==> src/rre_defines.vh <==
// constants for the rom read-out encryption block
// assumes a byte-wide rom and a 16-bit code address space
`ifndef RRE_DEFINES_VH
`define RRE_DEFINES_VH
`define RRE_ADDR_W        16
`define RRE_DATA_W        8
`define RRE_VARIANT_4K    2'h0
`define RRE_VARIANT_8K    2'h1
`define RRE_VARIANT_16K   2'h2
`define RRE_VARIANT_32K   2'h3
`define RRE_KEY_LINES_4K  7
`define RRE_KEY_LINES_8K  8
`define RRE_KEY_LINES_16K 9
`define RRE_KEY_LINES_32K 10
`define RRE_KEY_DEPTH_MAX 1024
`define RRE_KEY_AW_MAX    10
`define RRE_LIMIT_4K      16'h1000
`define RRE_LIMIT_8K      16'h2000
`define RRE_LIMIT_16K     16'h4000
`define RRE_LIMIT_32K     16'h8000
`define RRE_ZERO_BYTE     8'h00
`define RRE_ZERO_ADDR     16'h0000
`define RRE_KEY_SEED      8'hA5
`endif

==> src/rre_key_rom.v <==
// encryption key array, fixed contents, registered read data
// assumes the parent only ever presents its output through the xnor path
`timescale 1ns/100ps
`default_nettype none
`include "rre_defines.vh"
module rre_key_rom #(
    parameter DEPTH = `RRE_KEY_DEPTH_MAX,   // key bytes
    parameter AW    = `RRE_KEY_AW_MAX,      // index width
    parameter [7:0] SEED = `RRE_KEY_SEED    // arbitrary per-application seed
)(
    input  wire          ref_clk,   // core clock
    input  wire          sys_rst,   // async reset, active high
    input  wire [AW-1:0] rd_idx,    // key index
    output reg  [7:0]    rd_data_ff // key byte, registered
);
    // key contents as a constant function; mask-fixed, no write port
    function [7:0] key_byte;
        input [AW-1:0] i;
        reg   [15:0]   w;
        begin
            w        = {{(16-AW){1'b0}}, i};
            key_byte = SEED ^ w[7:0] ^ {w[4:0], w[9:8], 1'b1} ^ {1'b0, w[15:9]};
        end
    endfunction

    // registered read keeps the key off any combinational external path
    always @(posedge ref_clk or posedge sys_rst)
    begin
        if (sys_rst)
            rd_data_ff <= `RRE_ZERO_BYTE;
        else
            rd_data_ff <= key_byte(rd_idx);
    end
endmodule // rre_key_rom
`default_nettype wire

==> src/rre_readout.v <==
// rom read-out encryption: access-select latch, fetch steering, data scrambling
// assumes rom data are valid in the same cycle rom_addr is driven; core holds request one cycle
`timescale 1ns/100ps
`default_nettype none
`include "rre_defines.vh"
module rre_readout #(
    parameter [1:0] VARIANT = `RRE_VARIANT_4K,  // rom size variant
    parameter [7:0] KEY_SEED = `RRE_KEY_SEED    // arbitrary key seed
)(
    input  wire        ref_clk,                 // core clock, 10 MHz
    input  wire        sys_rst,                 // async reset, active high
    input  wire        external_access_select,  // access select pin
    input  wire        req_valid,               // core or tester access strobe
    input  wire        req_fetch,               // 1 instruction fetch
    input  wire        req_table,               // 1 code_table_read
    input  wire        req_verify,              // 1 program verification read
    input  wire [15:0] req_pc,                  // program counter of requester
    input  wire [15:0] req_addr,                // fetch or data pointer address
    input  wire [7:0]  rom_rdata,               // internal rom data
    input  wire [7:0]  ext_rdata,               // external memory data
    output reg  [15:0] rom_addr_ff,             // internal rom address
    output reg         rom_rd_ff,               // internal rom read strobe
    output reg  [15:0] ext_addr_ff,             // external memory address
    output reg         ext_rd_ff,               // external memory read strobe
    output reg  [7:0]  core_rdata_ff,           // data to core, raw
    output reg         core_rvalid_ff,          // core data valid pulse
    output reg  [7:0]  port0_out_ff,            // port 0 data out
    output reg         port0_oe_ff,             // port 0 drive enable
    output reg         ea_latched_ff            // latched access select
);
    // key geometry per variant
    localparam KEY_LINES = (VARIANT == `RRE_VARIANT_4K)  ? `RRE_KEY_LINES_4K :
                           (VARIANT == `RRE_VARIANT_8K)  ? `RRE_KEY_LINES_8K :
                           (VARIANT == `RRE_VARIANT_16K) ? `RRE_KEY_LINES_16K :
                                                           `RRE_KEY_LINES_32K;
    localparam KEY_DEPTH = 1 << KEY_LINES;
    localparam [15:0] LIMIT = (VARIANT == `RRE_VARIANT_4K)  ? `RRE_LIMIT_4K :
                              (VARIANT == `RRE_VARIANT_8K)  ? `RRE_LIMIT_8K :
                              (VARIANT == `RRE_VARIANT_16K) ? `RRE_LIMIT_16K :
                                                              `RRE_LIMIT_32K;

    // is an address inside internal rom, given the latched select
    function is_internal;
        input        ea;
        input [15:0] a;
        begin
            is_internal = ea & (a < LIMIT);
        end
    endfunction

    // reset-caught select; first clean edge after release takes the pin
    reg        ea_taken_ff;   // 1 once the select has been captured
    reg        pend_int_ff;   // pending internal access
    reg        pend_ext_ff;   // pending external access
    reg        pend_enc_ff;   // pending result to be scrambled
    reg        pend_core_ff;  // pending result goes to core
    reg        pend_port_ff;  // pending result goes to port 0
    wire [7:0] key_byte;      // key byte, aligned with rom data

    // latch the select once after reset; later pin changes ignored
    always @(posedge ref_clk or posedge sys_rst)
    begin
        if (sys_rst)
        begin
            ea_taken_ff   <= 1'b0;
            ea_latched_ff <= 1'b0;
        end
        else if (!ea_taken_ff)
        begin
            ea_taken_ff   <= 1'b1;
            ea_latched_ff <= external_access_select;
        end
    end

    // key index from low rom address lines; key never leaves except xnor'ed
    rre_key_rom #(
        .DEPTH (KEY_DEPTH),
        .AW    (KEY_LINES),
        .SEED  (KEY_SEED)
    ) u_key (
        .ref_clk    (ref_clk),
        .sys_rst    (sys_rst),
        .rd_idx     (req_addr[KEY_LINES-1:0]),
        .rd_data_ff (key_byte)
    );

    // decode request: where to read, whether to scramble
    reg d_int;   // access goes internal
    reg d_enc;   // scramble returned byte
    always @*
    begin
        d_int = is_internal(ea_latched_ff, req_addr);
        d_enc = 1'b0;
        if (req_verify)
        begin
            d_int = 1'b1;                                     // verify always reads rom
            d_enc = 1'b1;
        end
        else if (req_table)
            // only external code reaching internal rom is scrambled
            d_enc = d_int & ~is_internal(ea_latched_ff, req_pc);
        else if (req_fetch)
            d_enc = 1'b0;
    end

    // issue stage: drive memory address and strobes
    always @(posedge ref_clk or posedge sys_rst)
    begin
        if (sys_rst)
        begin
            rom_addr_ff  <= `RRE_ZERO_ADDR;
            rom_rd_ff    <= 1'b0;
            ext_addr_ff  <= `RRE_ZERO_ADDR;
            ext_rd_ff    <= 1'b0;
            pend_int_ff  <= 1'b0;
            pend_ext_ff  <= 1'b0;
            pend_enc_ff  <= 1'b0;
            pend_core_ff <= 1'b0;
            pend_port_ff <= 1'b0;
        end
        else
        begin
            // requests before the select is caught are dropped
            rom_rd_ff    <= req_valid & ea_taken_ff & d_int;
            ext_rd_ff    <= req_valid & ea_taken_ff & ~d_int;
            pend_int_ff  <= req_valid & ea_taken_ff & d_int;
            pend_ext_ff  <= req_valid & ea_taken_ff & ~d_int;
            pend_enc_ff  <= d_enc;
            // scrambled table bytes go to port 0 only, never to the core
            pend_core_ff <= ~req_verify & ~(req_table & d_enc);
            pend_port_ff <= req_verify | (req_table & d_enc);
            if (req_valid & d_int)
                rom_addr_ff <= req_addr;
            if (req_valid & ~d_int)
                ext_addr_ff <= req_addr;
        end
    end

    // return stage: select source and apply xnor scrambling
    reg [7:0] ret_byte;   // returned byte before registering
    always @*
    begin
        ret_byte = pend_int_ff ? rom_rdata : ext_rdata;
        if (pend_int_ff & pend_enc_ff)
            ret_byte = ~(rom_rdata ^ key_byte);
    end

    // outputs; scrambled bytes never reach the raw core path
    always @(posedge ref_clk or posedge sys_rst)
    begin
        if (sys_rst)
        begin
            core_rdata_ff  <= `RRE_ZERO_BYTE;
            core_rvalid_ff <= 1'b0;
            port0_out_ff   <= `RRE_ZERO_BYTE;
            port0_oe_ff    <= 1'b0;
        end
        else
        begin
            core_rvalid_ff <= (pend_int_ff | pend_ext_ff) & pend_core_ff;
            port0_oe_ff    <= (pend_int_ff | pend_ext_ff) & pend_port_ff;
            if ((pend_int_ff | pend_ext_ff) & pend_core_ff)
                core_rdata_ff <= ret_byte;
            if ((pend_int_ff | pend_ext_ff) & pend_port_ff)
                port0_out_ff <= ret_byte;
        end
    end
endmodule // rre_readout
`default_nettype wire

==> config.mk <==
export PLATFORM = sky130hd
export DESIGN_NAME = rre_readout
export DESIGN_NICKNAME = d
export VERILOG_FILES = /design/src/rre_key_rom.v /design/src/rre_readout.v
export VERILOG_INCLUDE_DIRS = /design/src
export SDC_FILE = /design/constraint.sdc
export NUM_CORES = 1
export LEC_CHECK = 0
export CAP_MARGIN = 30
export CORE_UTILIZATION = 55
export DETAILED_ROUTE_END_ITERATION = 8
export DONT_BUFFER_PORTS = 1
export PLACE_DENSITY = 0.7
export SYNTH_ARGS = -nofsm -noshare
export SYNTH_HDL_FRONTEND = slang
export SYNTH_SLANG_ARGS = --single-unit
==> constraint.sdc <==
create_clock -name ref_clk -period 2.12 [get_ports ref_clk]
set_input_delay 0.106 -clock ref_clk [delete_from_list [all_inputs] [get_ports ref_clk]]
set_output_delay 0.106 -clock ref_clk [all_outputs]
set_load 0.005 [all_outputs]
**Word-level counts from Yosys, hierarchy flattened**

Index checks and enable logic that the tools add are counted.

- $lt $le $gt $ge: 2
- Multiplexer cells: 5
- Bitwise operators: 23

Operators with widths:

| kind | count |
|---|---|
| 16-bit by 13-bit < comparator with 1-bit output (second input constant) | 2 |
| 8-bit 2-to-1 mux | 2 |
| 8-bit bitwise XOR | 2 |
| 1-bit bitwise AND | 13 |
| 8-bit inverter | 1 |
| 1-bit inverter | 4 |
| 3-bit inverter with 4-bit output | 1 |
| 1-bit 2-to-1 mux | 3 |
| 1-bit OR | 2 |

- Flip-flop bits (word level): 65
- Input bits: 55
- Output and inout port bits: 53
- Word-level logic and storage cells: 44

**Longest topological paths before layout**

- Depth after elaboration: 9
- Depth in mapped cells: 5
- Mapped depth without buffers: 3

**Cells and area by module**

Synthesis repeated with hierarchy kept, for this count alone.

- Cells, all modules: 273
- Area total of the unflattened synthesis: 3021.6 µm²

By module, submodules not included:

| module | times used | cells each | area each (µm²) | sequential area each (µm²) |
|---|---|---|---|---|
| rre_readout | 1 | 258 | 2775.2 | 1426.4 |
| rre_key_rom | 1 | 15 | 246.5 | 200.2 |

**Least setup slack after synthesis**

OpenSTA, ideal clock, no wires.

- Path kind: reg-to-reg
- Start point: register ea_latched_ff
- End point: register ext_addr_ff[0]
- Library setup time: 0.125 ns
- Arrival time: 1.543 ns
- Required time: 1.995 ns
- Setup slack: 0.452 ns
- Stages on the path, launching flop included: 6
- Path buffers: 2
- Clock period less this slack: 1.668 ns
- Path through: dfrtp_1 -> or3b_1 -> buf_6 -> o21ai_4 -> buf_12 -> mux2_4

- Cells in the longest elaborated chain, start to end: 4

RTL lines:

| item | RTL line | RTL |
|---|---|---|
| from (decl) | rre_readout.v:29 | `output reg ea_latched_ff` |
| from (signal assigned) | rre_readout.v:71 | `ea_latched_ff <= external_access_select;` |
| 1-bit bitwise AND | rre_readout.v:47 | `is_internal = ea & (a < LIMIT);` |
| 1-bit 2-to-1 mux | rre_readout.v:94 | `if (req_verify)` |
| 1-bit inverter | rre_readout.v:134 | `if (req_valid & ~d_int)` |
| 1-bit bitwise AND | rre_readout.v:134 |  |
| to (signal assigned) | rre_readout.v:113 | `` ext_addr_ff <= `RRE_ZERO_ADDR; `` |
| to (signal assigned) | rre_readout.v:135 | `ext_addr_ff <= req_addr;` |
| to (decl) | rre_readout.v:23 | `output reg [15:0] ext_addr_ff,` |

No other way between the ends.
A chain may end at the register's enable or synchronous reset.

**Worst setup path after layout**

- Start point: register ea_latched_ff
- End point: register rom_addr_ff[15]

- Cells in the longest elaborated chain, start to end: 3

RTL lines:

| item | RTL line | RTL |
|---|---|---|
| 1-bit bitwise AND | rre_readout.v:47 |  |
| 1-bit 2-to-1 mux | rre_readout.v:94 |  |
| 1-bit bitwise AND | rre_readout.v:132 | `if (req_valid & d_int)` |
| to (signal assigned) | rre_readout.v:111 | `` rom_addr_ff <= `RRE_ZERO_ADDR; `` |
| to (signal assigned) | rre_readout.v:133 | `rom_addr_ff <= req_addr;` |
| to (decl) | rre_readout.v:21 | `output reg [15:0] rom_addr_ff,` |

No other way between the ends.

==> out/qor.yml <==
clock_tree:
  clkTransAtPathRegs_ns: 0.07
  cts_inserted_buffers: 9
  cts.htree.levels: 3
  clockBufferDepth: 2
  root_buffer: "clkbuf_8"
  cts_resized: 0
  worstSkewPairLatency_ns: 0.32
  clock-sinks: 65
  cts_tree: "built"
sta:
  whs_ns: 0.0183
  setup_ws_ns: 0.354
  setup_violations: 0
  hold_viol: 0
  fin_crit_sh_pct: 83.3
  slew_viol_final: 0
  clock-skew-final_ns: 0.00591
  grt_setup_unrepaired: "no"
  max-slew-margin-rel_pct: 46.2
  fin_setup_tns_ns: 0
  period_needed_ns: 1.77
  tightestPinTransition_ns: 0.807
  fmax_mhz: 566
detailed_routing:
  route.detailed.drc: 0
  drt_iter0_markers: 130
  wire_per_inst_um: 18.3
  ant_nets: 0
  vias_per_cell: 6.01
  dr.pass1.iters: 4
  vias: 2206
  wirelength_um: 6730
grt:
  grt_pass1_vias: 2296
  track_usage_pct: 24.9
  grt_max_degree: 66
  grt_overflow: 0
  grt_pass1_wl_um: 11200
  antenna_found_initial: 0
cells_and_area:
  utilization_pct: 67.2
  nNetsFinal: 348
  layout-drive-gt1-share_pct: 13.8
  areaGrowthSynthToFinish_pct: 15.9
  n_antenna_cell: 0
synthesis:
  yosys-top-cells-area: "dfrtp_1 (54%), o221ai_1 (5.8%), nand2_1 (5.4%)"
  synth_top_area_cell: "dfrtp_1"
  synth-seq-cells: 65
  avgSynthCellArea_um2: 11.1
  synth_cell_types: 31
  synth_nets: 327
  synth_area_mm2: 0.00302
  syn_inst: 272
  ys_seq_area_share_pct: 53.9
  yosysTopAreaCellShare_pct: 53.9
  yosysWarnings: 0
die:
  start_util_pct: 58.0
  io_pins: 108
  die_y_um: 76.1
  coreArea_mm2: 0.00520
  fp-row-count: 26
  dieArea_mm2: 0.00579
  die_w_um: 76.1
min_path:
  hp-class: "in -> reg"
  hp-start: "ext_rdata[3]"
setup_path:
  crit_start: "ea_latched_ff$_DFFE_PP0N_"
  crit_fanout: 25
  worstPathArrival_ns: 1.93
  path_cells: "or3b_1 -> buf_4 -> nor2_2 -> o221ai_1"
  r2r-start: "ea_latched_ff$_DFFE_PP0N_"
  worst-r2r-setup-slack_ns: 0.35
  crit_path_top_delay_cell: "or3b_1"
  path_buf_inv: 1
  critical_path.top_delay_family: "simple AND/OR/NAND/NOR gates"
  end_kind: "flip-flop"
  slowest_delay_ns: 0.44
  cp.required_ns: 2.29
  worst-setup-path-type: "reg -> reg"
  worstSetupStartpointType: "flip-flop"
status:
  status: "finished clean"
power:
  power_density_mw_per_mm2: 893
  leakagePower_nw: 1.54
  vdd_drop_max_uv: 496
run:
  drv_cap: 0
place:
  gp_congestion: 0.737
  io_buffer_count: 0
  dp_hpwl_um: 4080
  pre_cts_slack_ns: 0.382
[worst paths after layout]
check | to | depth (start not counted)
setup reg to reg | rom_addr_ff[15]$_DFFE_PP0P_ | 4
setup / recovery | rom_addr_ff[15]$_DFFE_PP0P_ | 4
max in group asynchronous | ext_addr_ff[10]$_DFFE_PP0P_ | 3
hold reg to reg | core_rdata_ff[2]$_DFFE_PP0P_ | 2
min in group asynchronous | ea_taken_ff$_DFF_PP0_ | 3
hold / removal | core_rdata_ff[3]$_DFFE_PP0P_ | 2
[flip-flops by register name, indices dropped and copies added, names as in the netlist]
| signal | cells |
|---|---|
| core_rdata_ff | 8 |
| port0_out_ff | 8 |
| pend_core_ff | 1 |
| ea_taken_ff | 1 |
| ea_latched_ff | 1 |
| pend_int_ff | 1 |
| core_rvalid_ff | 1 |
| rom_addr_ff | 16 |
| ext_addr_ff | 16 |
| pend_ext_ff | 1 |
| pend_enc_ff | 1 |
| port0_oe_ff | 1 |
| pend_port_ff | 1 |
| u_key.rd_data_ff | 8 |
[cells in the final DEF, fill, tap and decap left out]
cell,synthesis,layout
dfrtp_1,65,65
nand2_1,43,43
dlygate4sd3_1,0,23
nor2b_1,20,20
o221ai_1,20,20
clkbuf_8,0,13
and3_1,12,12
a221oi_1,12,12
o311ai_0,12,12
nand2b_1,12,12
inv_1,10,9
xnor2_1,9,9
mux2_2,7,7
mux2_4,6,6
buf_4,0,6
nand3_1,4,4
a22o_1,4,4
xor2_1,3,3
o21ai_1,2,2
a31o_2,2,2
or3b_1,1,1
or2_2,1,1
nor2_2,1,1
o21ba_2,1,1
nor3_1,1,1
or4_1,1,1
a31oi_1,1,1
inv_2,0,1
and2b_1,1,1
o21ai_4,1,1
bufinv_16,0,1
clkinv_2,0,1
conb_1,1,1
[final cells by class]
type	count	area, um^2
clock buffers	13	179
clock inverters	2	35.0
fillers	408	1710
inverters	10	37.5
multi-input cells	178	1260
flip-flops and latches	65	1630
well taps	70	87.6
repair buffers	29	275
[worst reg2reg max path, stage by stage, from the launching register on]
cell and delay (ns):
dfrtp_1 0.38, or3b_1 0.44, buf_4 0.25, nor2_2 0.33, o221ai_1 0.20
[repair_timing]
action                                 in CTS  in global routing
endpoints found under the hold margin     113                  0
setup buffers                               0                  0
hold buffers                               23                  0
[kinds of logic after synthesis]
family / count (synthesis) / synth area share, %
other: 1 / 0.124
and+or+nand+nor: 97 / 16.5
muxes: 13 / 5.60
xor gates and xnor gates: 12 / 3.48
DFF: 65 / 53.9
buffers and inverters: 29 / 4.44
AOI/OAI and AO/OA: 55 / 15.9
[metal layers]
layer | vias up | wire length (um) | part of all wire [%] | track usage, %
met3 | 4 | 497 | 7.4 | 7.43
met2 | 79 | 3440 | 51 | 42.2
li1 | 1027 | - | - | -
met1 | 1096 | 2750 | 41 | 29.2
met4 | 0 | 38 | 0.56 | 11.2
met5 | - | 0 | 0 | 0
[metrics by stage]
step / power, mW / cell area [um^2] / cells
6_report: 3.12 / 3500 / 367
5_1_grt: 3.28 / 3500 / 367
4_1_cts: 3.16 / 3500 / 367
3_5_place_dp: 2.00 / 3050 / 329
3_3_place_gp: 1.97 / 3050 / 329
2_1_floorplan: 1.91 / 3020 / 272
[where the power goes]
part | total (mW) | internal, mW | switching [mW] | leakage, nW
Combinational | 0.438 | 0.231 | 0.208 | 0.673
Clock | 1.10 | 0.664 | 0.434 | 0.112
Sequential | 1.59 | 1.43 | 0.157 | 0.757
[cells in the mapped netlist]
cell type and instances:
and3_1 12, nor3_1 1, o21ai_4 1, o21ai_1 2
dfrtp_1 65, xor2_1 3, o221ai_1 20, or2_2 1
nor2b_1 20, buf_6 1, inv_1 10, buf_2 1
clkbuf_1 16, or3b_1 1, nor2_2 1, o311ai_0 12
mux2_4 6, or4_1 1, mux2_2 7, a31oi_1 1
a22o_1 4, nand3_1 4, xnor2_1 9, buf_12 1
nand2b_1 12, a31o_2 2, o21ba_2 1, and2b_1 1
a221oi_1 12, nand2_1 43, conb_1 1
Power figures use the tool's default switching activity.
